<file path="src/pkg/aswa_map.vh">
// Register offsets, field positions and timing for the serial wakeup and bit timer block.
// Assumes a 32-bit AXI4-Lite bus with byte addresses.
`ifndef ASWA_MAP_VH
`define ASWA_MAP_VH

// Register byte addresses
`define ASWA_CTL_OFS 8'h00
`define ASWA_CNT_OFS 8'h04
`define ASWA_SER_OFS 8'h08
`define ASWA_DAT_OFS 8'h0c
`define ASWA_IST_OFS 8'h10
`define ASWA_ICL_OFS 8'h14
`define ASWA_IEN_OFS 8'h18

// Bit timer control fields
`define ASWA_CTL_MLO 0
`define ASWA_CTL_MHI 1
`define ASWA_CTL_CLK 2
`define ASWA_CTL_DONE 3
`define ASWA_CTL_RUN 4
`define ASWA_CTL_LOST 5
`define ASWA_CTL_OVF 6
`define ASWA_CTL_MSB 7

// Serial control fields
`define ASWA_SER_STBY 0
`define ASWA_SER_WAKE 1
`define ASWA_SER_IDLE_COUNT_SELECT 2
`define ASWA_SER_FULL 3
`define ASWA_SER_IDLE 4

// Interrupt status fields
`define ASWA_IRQ_FULL 0
`define ASWA_IRQ_IDLE 1
`define ASWA_IRQ_DONE 2
`define ASWA_IRQ_LOST 3
`define ASWA_IRQ_OVF 4

// Arbitration sample points
`define ASWA_ARB_PT0 9'h038
`define ASWA_ARB_PT1 9'h008

// Receiver oversampling and character length
`define ASWA_OVS 16
`define ASWA_CHAR_BITS 10
`endif

</file>
<file path="src/aswa_top.v">
// Receiver wakeup and 9-bit bit timer / arbitration counter of an async serial port.
// Assumes a single 100 MHz clock, AXI4-Lite slave, a serial prescaler tick input
// from the same clock domain, and an asynchronous receive pin.
`timescale 1ns/10ps
`include "aswa_map.vh"

module aswa_top #(
  parameter OVS = `ASWA_OVS // Receiver samples per bit
) (
  input wire clock, // 100 MHz clock
  input wire rst, // Synchronous reset, active high
  input wire rx_pin, // Receive pin, asynchronous
  input wire internal_serial_out, // Transmitter output, same domain
  input wire presc_tick, // Serial prescaler clock enable pulse
  input wire rx_tick, // Receiver oversample tick, OVS per bit
  input wire [3:0] s_axi_awaddr_lo_unused, // Unused spare, tie low
  input wire [7:0] s_axi_awaddr, // Write address
  input wire s_axi_awvalid, // Write address valid
  output reg s_axi_awready, // Write address ready
  input wire [31:0] s_axi_wdata, // Write data
  input wire [3:0] s_axi_wstrb, // Write strobes
  input wire s_axi_wvalid, // Write data valid
  output reg s_axi_wready, // Write data ready
  output reg [1:0] s_axi_bresp, // Write response
  output reg s_axi_bvalid, // Write response valid
  input wire s_axi_bready, // Write response ready
  input wire [7:0] s_axi_araddr, // Read address
  input wire s_axi_arvalid, // Read address valid
  output reg s_axi_arready, // Read address ready
  output reg [31:0] s_axi_rdata, // Read data
  output reg [1:0] s_axi_rresp, // Read response
  output reg s_axi_rvalid, // Read data valid
  input wire s_axi_rready, // Read data ready
  output reg tx_pin, // Transmit pin
  output reg irq // Level interrupt
);

  // Receiver states
  localparam RX_IDLE = 2'd0;
  localparam RX_START = 2'd1;
  localparam RX_DATA = 2'd2;
  localparam RX_STOP = 2'd3;

  // Two-stage synchroniser on the receive pin
  reg rx_s1_ff, rx_s2_ff, rx_prev_ff;
  always @(posedge clock) begin
    if (rst) begin
      rx_s1_ff <= 1'b1;
      rx_s2_ff <= 1'b1;
      rx_prev_ff <= 1'b1;
    end else begin
      rx_s1_ff <= rx_pin;
      rx_s2_ff <= rx_s1_ff;
      rx_prev_ff <= rx_s2_ff;
    end
  end
  wire rx_fall = rx_prev_ff & ~rx_s2_ff; // Falling edge, synced
  wire rx_rise = ~rx_prev_ff & rx_s2_ff; // Rising edge, synced

  // Software state
  reg [2:0] ctl_ff; // Mode lo, mode hi, clock select
  reg standby_request_ff, wake_ff, idle_count_select_ff;
  reg receive_full_flag_ff, idle_flag_ff;
  reg [7:0] rx_data_ff;
  reg [4:0] ist_ff, ien_ff;

  // Counter state
  reg [8:0] cnt_ff;
  reg counter_running_flag_ff, measurement_done_flag_ff;
  reg arbitration_lost_flag_ff, counter_overflow_flag_ff;
  reg [1:0] div_ff; // Clock divider for counter tick
  reg tx_prev_ff;

  // AXI bookkeeping
  reg aw_hold_ff, w_hold_ff;
  reg [7:0] aw_addr_ff;
  reg [31:0] w_data_ff;
  reg [3:0] w_strb_ff;

  // Write is performed once address and data are both held
  wire wr_go = aw_hold_ff & w_hold_ff & ~s_axi_bvalid;
  wire wr_ctl = wr_go & (aw_addr_ff == `ASWA_CTL_OFS) & w_strb_ff[0];
  wire wr_ser = wr_go & (aw_addr_ff == `ASWA_SER_OFS) & w_strb_ff[0];
  wire wr_icl = wr_go & (aw_addr_ff == `ASWA_ICL_OFS) & w_strb_ff[0];
  wire wr_ien = wr_go & (aw_addr_ff == `ASWA_IEN_OFS) & w_strb_ff[0];
  wire [1:0] mode = ctl_ff[1:0];
  wire aclk = ctl_ff[2];

  // Counter tick: quarter clock for select 0, half of prescaler for select 1
  // quarter bus clock
  wire cnt_tick = aclk ? (presc_tick & div_ff[0]) : (div_ff == 2'b11);
  always @(posedge clock) begin
    if (rst) div_ff <= 2'b00;
    else if (aclk) div_ff <= presc_tick ? div_ff + 2'b01 : div_ff;
    else div_ff <= div_ff + 2'b01;
  end

  // Receiver, keeps framing even in standby
  reg [1:0] rx_st_ff;
  reg [4:0] rx_ph_ff; // Oversample phase
  reg [3:0] rx_bit_ff; // Bit index
  reg [7:0] rx_sh_ff;
  reg [4:0] ones_ff; // Consecutive one counter, in bits
  reg idle_seen_ff; // Idle already reported since last character
  wire mid = rx_tick & (rx_ph_ff == OVS / 2 - 1);
  wire ph_end = rx_tick & (rx_ph_ff == OVS - 1);
  reg char_done, char_msb;
  reg idle_det;

  // Receiver framing and idle counting
  // framing in standby
  always @(posedge clock) begin
    if (rst) begin
      rx_st_ff <= RX_IDLE;
      rx_ph_ff <= 5'd0;
      rx_bit_ff <= 4'd0;
      rx_sh_ff <= 8'h00;
      ones_ff <= 5'd0;
      idle_seen_ff <= 1'b1;
    end else begin
      if (rx_tick) rx_ph_ff <= ph_end ? 5'd0 : rx_ph_ff + 5'd1;
      // One bit time of line high counts toward idle
      if (ph_end) begin
        if (!rx_s2_ff) ones_ff <= 5'd0;
        else if (ones_ff != 5'd31) ones_ff <= ones_ff + 5'd1;
      end
      if (idle_det) idle_seen_ff <= 1'b1;
      case (rx_st_ff)
        RX_IDLE: begin
          if (rx_fall) begin
            rx_st_ff <= RX_START;
            rx_ph_ff <= 5'd0;
            idle_seen_ff <= 1'b0;
          end
        end
        RX_START: begin
          if (mid) begin
            rx_st_ff <= rx_s2_ff ? RX_IDLE : RX_DATA;
            rx_bit_ff <= 4'd0;
            if (!idle_count_select_ff) ones_ff <= 5'd0;
          end
        end
        RX_DATA: begin
          if (mid) begin
            rx_sh_ff <= {rx_s2_ff, rx_sh_ff[7:1]};
            rx_bit_ff <= rx_bit_ff + 4'd1;
            if (rx_bit_ff == 4'd7) rx_st_ff <= RX_STOP;
          end
        end
        RX_STOP: begin
          if (mid) begin
            rx_st_ff <= RX_IDLE;
            if (idle_count_select_ff) ones_ff <= 5'd0;
          end
        end
        default: rx_st_ff <= RX_IDLE;
      endcase
    end
  end

  // Character and idle events
  always @* begin
    char_done = (rx_st_ff == RX_STOP) & mid & rx_s2_ff;
    char_msb = rx_sh_ff[7];
    idle_det = ~idle_seen_ff & (ones_ff >= `ASWA_CHAR_BITS) & (rx_st_ff == RX_IDLE);
  end

  // Wakeup: address mark or idle ends standby
  wire wake_addr = standby_request_ff & wake_ff & char_done & char_msb;
  wire wake_idle = standby_request_ff & ~wake_ff & idle_det;
  wire ev_full = char_done & (~standby_request_ff | wake_addr);
  wire ev_idle = idle_det & ~standby_request_ff;

  // Serial control and receive flags; flag set wins over clear by write
  always @(posedge clock) begin
    if (rst) begin
      standby_request_ff <= 1'b0;
      wake_ff <= 1'b0;
      idle_count_select_ff <= 1'b0;
      receive_full_flag_ff <= 1'b0;
      idle_flag_ff <= 1'b0;
      rx_data_ff <= 8'h00;
    end else begin
      if (wr_ser) begin
        standby_request_ff <= w_data_ff[`ASWA_SER_STBY];
        wake_ff <= w_data_ff[`ASWA_SER_WAKE];
        idle_count_select_ff <= w_data_ff[`ASWA_SER_IDLE_COUNT_SELECT];
        receive_full_flag_ff <= receive_full_flag_ff & w_data_ff[`ASWA_SER_FULL];
        idle_flag_ff <= idle_flag_ff & w_data_ff[`ASWA_SER_IDLE];
      end
      if (wake_addr | wake_idle) standby_request_ff <= 1'b0;
      if (ev_full) begin
        receive_full_flag_ff <= 1'b1;
        rx_data_ff <= rx_sh_ff;
      end
      if (ev_idle) idle_flag_ff <= 1'b1;
    end
  end

  // Bit timer counter, modes and arbitration
  wire tx_rise = ~tx_prev_ff & internal_serial_out;
  wire [8:0] arb_pt = aclk ? `ASWA_ARB_PT1 : `ASWA_ARB_PT0;
  reg ev_done, ev_lost, ev_ovf;
  always @(posedge clock) begin
    if (rst) begin
      cnt_ff <= 9'h000;
      counter_running_flag_ff <= 1'b0;
      measurement_done_flag_ff <= 1'b0;
      arbitration_lost_flag_ff <= 1'b0;
      counter_overflow_flag_ff <= 1'b0;
      tx_prev_ff <= 1'b1;
      ev_done <= 1'b0;
      ev_lost <= 1'b0;
      ev_ovf <= 1'b0;
    end else begin
      tx_prev_ff <= internal_serial_out;
      ev_done <= 1'b0;
      ev_lost <= 1'b0;
      ev_ovf <= 1'b0;
      if (wr_ctl) begin
        cnt_ff <= 9'h000;
        counter_overflow_flag_ff <= 1'b0;
        counter_running_flag_ff <= 1'b0;
        measurement_done_flag_ff <= 1'b0;
        arbitration_lost_flag_ff <= 1'b0;
      end else if (mode == 2'b00) begin
        cnt_ff <= 9'h000;
        counter_running_flag_ff <= 1'b0;
      end else if (mode == 2'b10) begin
        if (tx_rise) begin
          cnt_ff <= 9'h000;
          counter_running_flag_ff <= 1'b1;
        end else if (counter_running_flag_ff & cnt_tick) begin
          cnt_ff <= cnt_ff + 9'h001;
          if (cnt_ff + 9'h001 == arb_pt) begin
            counter_running_flag_ff <= 1'b0;
            if (!rx_s2_ff) begin
              arbitration_lost_flag_ff <= 1'b1;
              ev_lost <= 1'b1;
            end
          end
        end
      end else if (!measurement_done_flag_ff) begin
        if (!counter_running_flag_ff) begin
          if (aclk ? ~rx_s2_ff : rx_fall) counter_running_flag_ff <= 1'b1;
        end else if (aclk ? rx_rise : rx_fall) begin
          counter_running_flag_ff <= 1'b0;
          measurement_done_flag_ff <= 1'b1;
          ev_done <= 1'b1;
        end else if (cnt_tick) begin
          cnt_ff <= cnt_ff + 9'h001;
        end
      end
      if (!wr_ctl && mode != 2'b00 && counter_running_flag_ff && cnt_tick
          && cnt_ff == 9'h1ff) begin
        counter_overflow_flag_ff <= 1'b1;
        ev_ovf <= 1'b1;
      end
    end
  end

  // Transmit pin, forced high while arbitration is lost
  always @(posedge clock) begin
    if (rst) tx_pin <= 1'b1;
    else tx_pin <= internal_serial_out | arbitration_lost_flag_ff;
  end

  // Control register, sticky interrupt status, enables
  always @(posedge clock) begin
    if (rst) begin
      ctl_ff <= 3'b000;
      ist_ff <= 5'h00;
      ien_ff <= 5'h00;
      irq <= 1'b0;
    end else begin
      if (wr_ctl) ctl_ff <= w_data_ff[2:0];
      if (wr_ien) ien_ff <= w_data_ff[4:0];
      // Set wins over clear in the same cycle
      ist_ff <= (ist_ff & ~(wr_icl ? w_data_ff[4:0] : 5'h00))
        | {ev_ovf, ev_lost, ev_done, ev_idle, ev_full};
      irq <= |(ist_ff & ien_ff);
    end
  end

  // AXI write channel: accept address and data in either order
  always @(posedge clock) begin
    if (rst) begin
      aw_hold_ff <= 1'b0;
      w_hold_ff <= 1'b0;
      aw_addr_ff <= 8'h00;
      w_data_ff <= 32'h0000_0000;
      w_strb_ff <= 4'h0;
      s_axi_awready <= 1'b0;
      s_axi_wready <= 1'b0;
      s_axi_bvalid <= 1'b0;
      s_axi_bresp <= 2'b00;
    end else begin
      s_axi_awready <= ~aw_hold_ff & ~(s_axi_awvalid & s_axi_awready);
      s_axi_wready <= ~w_hold_ff & ~(s_axi_wvalid & s_axi_wready);
      if (s_axi_awvalid & s_axi_awready) begin
        aw_hold_ff <= 1'b1;
        aw_addr_ff <= {s_axi_awaddr[7:2], 2'b00};
      end
      if (s_axi_wvalid & s_axi_wready) begin
        w_hold_ff <= 1'b1;
        w_data_ff <= s_axi_wdata;
        w_strb_ff <= s_axi_wstrb;
      end
      if (wr_go) begin
        s_axi_bvalid <= 1'b1;
        // Unmapped or read-only offsets answer with slave error
        s_axi_bresp <= (aw_addr_ff == `ASWA_CTL_OFS || aw_addr_ff == `ASWA_SER_OFS
          || aw_addr_ff == `ASWA_ICL_OFS || aw_addr_ff == `ASWA_IEN_OFS) ? 2'b00 : 2'b10;
      end else if (s_axi_bvalid & s_axi_bready) begin
        s_axi_bvalid <= 1'b0;
        aw_hold_ff <= 1'b0;
        w_hold_ff <= 1'b0;
      end
    end
  end

  // AXI read channel, one read at a time
  always @(posedge clock) begin
    if (rst) begin
      s_axi_arready <= 1'b0;
      s_axi_rvalid <= 1'b0;
      s_axi_rdata <= 32'h0000_0000;
      s_axi_rresp <= 2'b00;
    end else begin
      s_axi_arready <= ~s_axi_rvalid & ~(s_axi_arvalid & s_axi_arready);
      if (s_axi_arvalid & s_axi_arready) begin
        s_axi_rvalid <= 1'b1;
        s_axi_rresp <= 2'b00;
        case ({s_axi_araddr[7:2], 2'b00})
          `ASWA_CTL_OFS: s_axi_rdata <= {24'h000000, cnt_ff[8], counter_overflow_flag_ff,
            arbitration_lost_flag_ff, counter_running_flag_ff, measurement_done_flag_ff,
            ctl_ff};
          `ASWA_CNT_OFS: s_axi_rdata <= {24'h000000, cnt_ff[7:0]};
          `ASWA_SER_OFS: s_axi_rdata <= {27'h0000000, idle_flag_ff, receive_full_flag_ff,
            idle_count_select_ff, wake_ff, standby_request_ff};
          `ASWA_DAT_OFS: s_axi_rdata <= {24'h000000, rx_data_ff};
          `ASWA_IST_OFS: s_axi_rdata <= {27'h0000000, ist_ff};
          `ASWA_ICL_OFS: s_axi_rdata <= 32'h0000_0000;
          `ASWA_IEN_OFS: s_axi_rdata <= {27'h0000000, ien_ff};
          default: begin
            s_axi_rdata <= 32'h0000_0000;
            s_axi_rresp <= 2'b10;
          end
        endcase
      end else if (s_axi_rvalid & s_axi_rready) begin
        s_axi_rvalid <= 1'b0;
      end
    end
  end

endmodule // aswa_top

</file>
<file path="config.mk">
export PLATFORM = sky130hd
export DESIGN_NAME = aswa_top
export DESIGN_NICKNAME = d
export VERILOG_FILES = /design/src/aswa_top.v
export VERILOG_INCLUDE_DIRS = /design/src /design/src/pkg
export SDC_FILE = /design/constraint.sdc
export NUM_CORES = 1
export LEC_CHECK = 0
export BUFFER_PORTS_ARGS = -buffer_cell sky130_fd_sc_hd__buf_4
export CAP_MARGIN = 20
export CORE_ASPECT_RATIO = 0.9
export CORE_UTILIZATION = 54
export DETAILED_ROUTE_END_ITERATION = 8
export PLACE_DENSITY_LB_ADDON = 0.1
export SKIP_LAST_GASP = 1
export SYNTH_ARGS = -nofsm -noshare
export SYNTH_HDL_FRONTEND = slang
export SYNTH_SLANG_ARGS = --single-unit
</file>
<file path="constraint.sdc">
create_clock -name clock -period 2.45 [get_ports clock]
set_clock_uncertainty 0.05 [all_clocks]
set_input_delay 0 -clock clock [delete_from_list [all_inputs] [get_ports clock]]
set_output_delay 0 -clock clock [all_outputs]
set_load 0.05 [all_outputs]
</file>
* Word level (Yosys, flattened, before mapping)
Index checks and enable logic that the tools add are counted.
** Operators by class
- Multiplexer cells :: 71
- $lt $le $gt $ge :: 1
- Divide/modulo/power cells :: 0
- Shifts and indexed selects :: 0
- Multipliers :: 0
- Eq/ne operators :: 30
- Reduce and logical (&&, ||, !) cells :: 35
- $add $sub $neg :: 5
- Bitwise gates (word level) :: 63
** Operator list (number)
- $mux W9 :: 7
- $mux W5 :: 12
- $pmux W8 S6 :: 1
- $and A1 B1 Y1 :: 38
- $mux W1 :: 35
- $eq A6 B3 Y1 const B :: 5
- $mux W2 :: 10
- $eq A6 B2 Y1 const B :: 3
- $not A1 Y1 :: 18
- $reduce_bool A2 Y1 :: 9
- $ne A2 B2 Y1 const B :: 7
- $reduce_or A7 Y1 :: 2
- $add A5 B1 Y5 const B :: 2
- $and A5 B5 Y5 :: 2
- $pmux W5 S2 :: 1
- $reduce_and A5 Y1 :: 2
- $reduce_or A5 Y1 :: 2
- $add A9 B1 Y9 const B :: 1
- $eq A9 B6 Y1 :: 1
- $eq A9 B9 Y1 const B :: 1
- $eq A2 B2 Y1 const B :: 4
- $logic_not A8 Y1 :: 1
- $mux W4 :: 2
- $pmux W2 S4 :: 1
- 26 further kinds :: 38
** Word-level totals
- Logic and storage cells :: 248
- ROM bits :: 0
- Output and inout port bits :: 43
- Memories :: 0
- Latch bits :: 0
- RAM bits :: 0
- Bits in registers :: 130

* Depth between registers and ports, before layout
Gate-level depths: netlist of the first run.
- Depth in word-level cells :: 10
- Mapped depth :: 8

* Least setup slack after synthesis of the first run
OpenSTA, ideal clock, no wires.
- Path kind :: reg-to-reg
- From :: reg cnt_ff[0]
- To :: reg counter_running_flag_ff
- Setup time :: 0.126 ns
- Stages on the path, launching flop included :: 9
- Clock period less this slack :: 2.153 ns
- Path buffers :: 0
- Data required time :: 2.274 ns
- Setup slack :: 0.297 ns
- Arrival time :: 1.977 ns
- Cells stage by stage :: dfxtp_1 -> ha_1 -> and3_1 -> and4_1 -> ha_1 -> nor3_1 -> nand4_1 -> o41ai_1 -> a21oi_1
** Between the ends
- Cells in the longest elaborated chain, start to end :: 4
** RTL lines
- start: declaration :: RTL line aswa_top.v:68 : reg [8:0] cnt_ff;
- start signal: assignment :: RTL line aswa_top.v:234 : cnt_ff <= cnt_ff + 9'h001;
- start signal: assignment :: RTL line aswa_top.v:251 : cnt_ff <= cnt_ff + 9'h001;
- $add A9 B1 Y9 :: RTL line aswa_top.v:235 : if (cnt_ff + 9'h001 == arb_pt) begin
- $eq A9 B6 Y1 :: RTL line aswa_top.v:235
- $ne A3 B2 Y1 (no line)
- $reduce_and A3 Y1 (no line)
- end signal: assignment :: RTL line aswa_top.v:232 : counter_running_flag_ff <= 1'b1;
- end signal: assignment :: RTL line aswa_top.v:236 : counter_running_flag_ff <= 1'b0;
- end signal: assignment :: RTL line aswa_top.v:245 : if (aclk ? ~rx_s2_ff : rx_fall) counter_running_flag_ff <= 1'b1;
- end: declaration :: RTL line aswa_top.v:69 : reg counter_running_flag_ff, measurement_done_flag_ff;
No other way between the ends.
A chain may end at the register's enable or synchronous reset.

* Worst setup path after layout of the first run
- From :: reg cnt_ff[0]
- To :: reg ev_lost
** Between the ends
- Cells in the longest elaborated chain, start to end :: 4
** RTL lines
- $add A9 B1 Y9 :: RTL line aswa_top.v:235
- $eq A9 B6 Y1 :: RTL line aswa_top.v:235
- $not A1 Y1 (no line)
- $reduce_or A7 Y1 (no line)
- end signal: assignment :: RTL line aswa_top.v:213 : ev_lost <= 1'b0;
- end signal: assignment :: RTL line aswa_top.v:218 : ev_lost <= 1'b0;
- end signal: assignment :: RTL line aswa_top.v:239 : ev_lost <= 1'b1;
- end: declaration :: RTL line aswa_top.v:203 : reg ev_done, ev_lost, ev_ovf;
No other way between the ends.

==> results of run 1 <==
==> stage by stage <==
stage	hold slack, ns	setup slack (ns)	util	cell area [um^2]
4_1_cts	0.00148	0.170	0.645	5860
5_1_grt	0.0415	0.0403	0.645	5860
2_1_floorplan	0.0523	0.297	-	5130
3_5_place_dp	0.145	0.216	0.589	5350
3_3_place_gp	0.142	0.245	0.589	5350
6_report	0.0272	0.194	0.645	5860
==> synth_stat cells, types with 7 or more instances <==
cell type / count
mux2i_1: 35
a22oi_1: 7
nor2_1: 69
nand4_1: 10
ha_1: 7
buf_2: 8
nand3_1: 27
o21ai_0: 15
nand2b_1: 10
a21oi_1: 49
dfxtp_1: 104
nand2_1: 49
clkbuf_1: 18
and2_1: 10
inv_1: 11
nor3_1: 9
buf_4: 28
==> cell type report <==
type / instances / area share
Clock buffer: 9 / 0.0211
Clock inverter: 7 / 0.0132
Inverter: 12 / 0.00768
Multi-Input combinational cell: 426 / 0.449
Sequential cell: 104 / 0.355
Tap cell: 122 / 0.0260
Timing Repair Buffer: 89 / 0.127
==> per-layer routing <==
layer | GRT usage | vias up
met3 | 0.0499 | 18
met1 | 0.323 | 2008
met2 | 0.406 | 155
met4 | 0.0762 | 0
li1 | - | 2108
met5 | 0 | -
==> power by group through the flow <==
stage               clock network [uW]  registers (uW)  logic (uW)
floorplan                            0            1820         240
global placement                     0            1790         310
detailed placement                   0            1800         314
CTS                               1090            1760         351
global route                      1160            1760         378
finish                            1060            1760         354
==> flip-flops by register name, summed over array words and instances (netlist names), 2 cells and up, named ones only <==
signal and flops:
aw_addr_ff 6, cnt_ff 9, ctl_ff 3, div_ff 2, ien_ff 5, ist_ff 5
ones_ff 5, rx_bit_ff 4, rx_data_ff 8, rx_ph_ff 5, rx_sh_ff 8, s_axi_rdata 8
w_data_ff 5
==> placed cells by master, fill, tap and decap left out, types with 15 or more instances in the layout <==
cell type and instances:
nand2_1 49, o21ai_0 15, dlygate4sd3_1 31, mux2i_1 35
nand3_1 27, buf_4 58, conb_1 26, dfxtp_1 103
nor2_1 69, a21oi_1 49
==> critical path, stage by stage (launching register included) <==
cell and delay (ns):
dfxtp_1 0.33, ha_1 0.20, and3_1 0.23, and4_1 0.21, ha_1 0.29, nor3_1 0.19
nand4_1 0.14, nor4b_1 0.40, and2_1 0.18
==> final timing paths <==
| kind | end |
|---|---|
| max reg2reg | ev_lost |
| min reg2reg | rx_s2_ff |
| min | s_axi_rresp[1] |
| max | ev_lost |
==> kinds of logic (layout without fill, tap and decap cells) <==
family / count (synthesis) / count (layout) / synth area share
XOR/XNOR: 11 / 11 / 0.0191
buffers and inverters: 71 / 117 / 0.0831
other: 1 / 26 / 0.000744
AO/OA/AOI/OAI: 107 / 107 / 0.135
adder cells (fa/ha/maj): 7 / 7 / 0.0174
flip-flops: 104 / 104 / 0.413
AND/OR/NAND/NOR: 233 / 233 / 0.236
multiplexers: 42 / 42 / 0.0963
==> what timing repair did <==
| action | CTS | global route |
|---|---|---|
| hold buffers | 31 | 0 |
| resized for setup | 0 | 1 |
| setup endpoints to repair | 0 | 2 |
| hold endpoints to repair | 30 | 0 |
==> results.md, run 1 <==
- NetSw: 929 uW
- Seq cells post-synth: 104
- Critical path class: reg2reg
- Drt drc: 0
- Antenna violations before repair: 0
- Setup bufs post-CTS: 0
- Max IR drop VDD: 0.348 mV
- Layout cells sized above 1: 0.156
- Max FO, Critical Path: 5
- Final Wtd Congestion: 0.875
- IO Port Bufs: 45
- Met3 wire length: 629 um
- Post-synthesis cell count: 576
- Area Overhead vs Synth: 16.3%
- CTS clk-pin slew, worst paths: 0.11 ns
- RSZ-0062 raised after global routing: no
- Total number of vias: 4289
- Drt total wl: 11300 um
- Max transition margin: 0.553
- Setup_tns: 0 ns
- Setup crit start kind: flop
- Comb pwr share: 0.111
- Max Root-Sink Buffers: 2
- Period minus WS final: 2.26 ns
- Layout Cells excl Fill: 769
- Vias in the first global route: 3954
- Min-delay src: s_axi_araddr[3]
- EDFF count, synth: 0
- Placeable core region: 9080 um^2
- Row cnt: 33
- Least-Margin Pin Slew: 0.671 ns
- Initial Util: 0.555
- Die ar.: 9730 um^2
- Flop2flop setup slack: 0.19 ns
- Vias per cell: 5.58
- Ys flop type: dfxtp_1
- Clock network fraction of design power: 0.335
- Area of the multi-input gates: 2630 um^2
- Final Power: 3180 uW
- TritonCTS clock tree: done
- Switching fraction of total power: 0.292
- NumNets Final: 716
- Power Internal: 2250 uW
- DRT antenna net count: 0
- ANT cells: 0
- Root buf cell: clkbuf_8
- Run status: finished clean
- Avg WL per Cell: 14.7 um
- Leak: 0.00228 uW
- Top Layer Used: met4
- Fmax: 443 MHz
- Seq/Total Area, Yosys: 0.413
- Period utilisation layout: 0.921
- Synth top area share: 0.413
- Num CTS Buffers: 9
- Syn_area_per_cell: 8.75 um^2
- Slew Viols, Final: 0
- Die width: 104 um
- Fillers: 784
- Pwr/cell area: 542 nW/um^2
- Setup crit end kind: flop
- Main area contributors after synthesis: dfxtp_1 (41%), mux2i_1 (6.9%), nor2_1 (5.1%), a21oi_1 (4.9%), buf_4 (4.2%)
- Ys async rst share: 0
- Pre-Repair DR Iteration Count: 5
- CTS Sinks: 104
- MaxCap Viol Count: 0
- Clk_lat worst skew: 0.38 ns
- Seq pwr share: 0.553
- Met2 WL: 5340 um
- # IOs: 110
- Global route total overflow: 0
- Crit Reg-Reg Startpoint: cnt_ff[0]
- Cells on Worst Hold Path: 3
- HPWL after detailed placement: 7580 um
- Inst Count DP: 722
- 1st-iter DRT viols: 179
- WL met1: 5210 um
- CP Data Arrival Time: 2.53 ns
- Worst EP required: 2.72 ns
- # H-tree levels: 3
- Final setup violation count: 0
- Reg area: 2080 um^2
- Die Span Y: 93.7 um
- CP startpoint: cnt_ff[0]
- First-pass GRT wire length: 19000 um
- Yosys top cell by area: dfxtp_1
- Total GRT Usage: 0.245
- Hold Path Class: in2reg
- Ys Warns: 0
- FF-to-FF path depth: 8
- Largest net degree at the start of global routing: 69
- Endpoints failing hold: 0
- Post-Synthesis Cell Area: 5040 um^2
- Netlist cell types: 67
(Power assumes the default switching activity.)
==> inputs of run 2 (changes only) <==
Settings changed: CORE_UTILIZATION 54 to 49, GPL_ROUTABILITY_DRIVEN set to 0.
Clock period 2.45 ns to 1.9 ns, I/O delays scaled along.
==> run 2 against run 1 <==
First-iteration DRC count down 19%. Hold slack worse by 0.023 ns. Sequential power up 28%. Largest power group unchanged. Non-clock buffer count up 26. The run now ends with negative setup slack left. Utilization down 0.81 points. Critical path type unchanged. Largest cell class unchanged. Fmax up 15%. Cell count up 3.9%. Sequential cell count unchanged. Critical endpoint is now counter_running_flag_ff. Via count up 1.1%. Clock power up 80%.
==> results.md, run 2 (synthesis results as in run 1) <==
- Pre-Repair DR Iteration Count: 5
- Leak: 0.00246 uW
- CP Data Arrival Time: 2.15 ns
- Most frequent cells in the layout: dfxtp_1 (100), buf_4 (82), nor2_1 (69), nand2_1 (49), a21oi_1 (49)
- Period minus WS final: 1.96 ns
- Root buf cell: clkbuf_16
- Total number of vias: 4335
- Max transition margin: 0.549
- CTS clk-pin slew, worst paths: 0.07 ns
- Fillers: 826
- CTS Sinks: 104
- Period utilisation layout: 1.03
- Drt total wl: 11600 um
- Least-Margin Pin Slew: 0.677 ns
- Critical path class: reg2reg
- Drt drc: 0
- Switching fraction of total power: 0.261
- # H-tree levels: 3
- # IOs: 110
- Max Root-Sink Buffers: 2
- Worst EP required: 2.08 ns
- Final setup violation count: 3
- Comb pwr share: 0.103
- Die width: 109 um
- Vias in the first global route: 3950
- HPWL after detailed placement: 7840 um
- Clock network fraction of design power: 0.411
- 1st-iter DRT viols: 145
- Gr busiest metal: met2
- ANT cells: 0
- Slew Viols, Final: 0
- Run status: finished, violations left
- Hold Path Class: in2reg
- Die ar.: 10700 um^2
- MaxCap Viol Count: 0
- Num CTS Buffers: 9
- Commonest non-fill, non-tap cell in the layout: dfxtp_1
- Area Overhead vs Synth: 24.2%
- Met2 Resource Use GR: 0.372
- NumNets Final: 742
- Failing checks: negative setup slack
- Setup crit end kind: flop
- Vias per cell: 5.43
- IO Port Bufs: 45
- Largest net degree at the start of global routing: 69
- Setup crit start kind: flop
- Max IR drop VDD: 0.503 mV
- Final Power: 4650 uW
- DRT antenna net count: 0
- Die Span Y: 98.2 um
- Hold Slack: 0.00443 ns
- Setup_tns: -0.103 ns
- Fmax: 509 MHz
- NetSw: 1210 uW
- Endpoints failing hold: 0
- Setup ws final: -0.0640 ns
- Top reg by flops: cnt_ff
- Max FO, Critical Path: 2
- Power Internal: 3430 uW
- Max reg flops: 9
- Layout cells sized above 1: 0.207
- Row cnt: 34
- First-pass GRT wire length: 19200 um
- Placeable core region: 9830 um^2
- RSZ-0062 raised after global routing: yes
- TritonCTS clock tree: done
- Seq pwr share: 0.486
- Total GRT Usage: 0.229
- Initial Util: 0.513
- Grt met1 use: 0.306
- Antenna violations before repair: 0
- Routing usage on met3: 0.0507
- Global route total overflow: 0
- Pwr/cell area: 742 nW/um^2
- Worst slack, placed: -0.128 ns
- Avg WL per Cell: 14.6 um
- Clk_lat worst skew: 0.35 ns
run 2: cell types whose count changed in the layout (fill, tap and decap cells not counted), moves of 2 or more:
cell and delta:
clkinv_4 +2, dfxtp_1 -3, clkbuf_16 +9, ha_1 -2
clkinv_8 -2, buf_4 +24, ha_4 +2, clkbuf_8 -9
dfxtp_2 +3
run 2: what timing repair did:
item	in CTS	in global routing
setup endpoints to repair	3	30
gates cloned	0	0
endpoints found under the hold margin	25	0
resized for setup	1	10
pin swaps	3	8
buffers inserted	2	4
hold buffers	32	0
run 2: final cells by class:
type | instances | area [um^2] | share of cell area
clock inverters | 6 | 76.3 | 0.0122
repair buffers | 115 | 956 | 0.153
flip-flops and latches | 104 | 2090 | 0.333
clock buffers | 10 | 229 | 0.0366
inverters | 12 | 45.0 | 0.00719
multi-input cells | 426 | 2710 | 0.433
well taps | 126 | 158 | 0.0252
run 2: worst max-delay path: stages (launching register included):
cell and delay (ns):
dfxtp_2 0.35, ha_4 0.13, and3_4 0.17, and4_4 0.22
ha_4 0.20, nor3_2 0.09, nand4_1 0.17, o41ai_2 0.37
a21oi_1 0.10
run 2: worst paths after layout:
path	start	to	slack (ns)	cells after the start
worst max-delay path	cnt_ff[1]	counter_running_flag_ff	-0.06	8
worst min-delay path	presc_tick	div_ff[0]	0.004	4
worst max register to register	cnt_ff[1]	counter_running_flag_ff	-0.06	8
worst min register to register	rx_s1_ff	rx_s2_ff	0.37	1
run 2: routing by layer:
metal,vias to the layer above,wire length (um)
met5,-,0
met4,0,106
met3,13,638
met2,129,5460
met1,2042,5440
li1,2151,-
run 2: per-stage QoR:
stage | cells | util | cell area, um^2
6_report | 799 | 0.637 | 6260
5_1_grt | 799 | 0.637 | 6260
4_1_cts | 795 | 0.629 | 6180
3_5_place_dp | 745 | 0.563 | 5540
3_3_place_gp | 745 | 0.563 | 5540
2_1_floorplan | 601 | - | 5160
run 2: power by group through the flow:
stage | registers [uW] | clock network [uW] | logic, uW
3_5_place_dp | 2310 | 0 | 422
5_1_grt | 2270 | 2020 | 515
3_3_place_gp | 2310 | 0 | 418
4_1_cts | 2260 | 1940 | 470
2_1_floorplan | 2350 | 0 | 309
6_report | 2260 | 1910 | 479
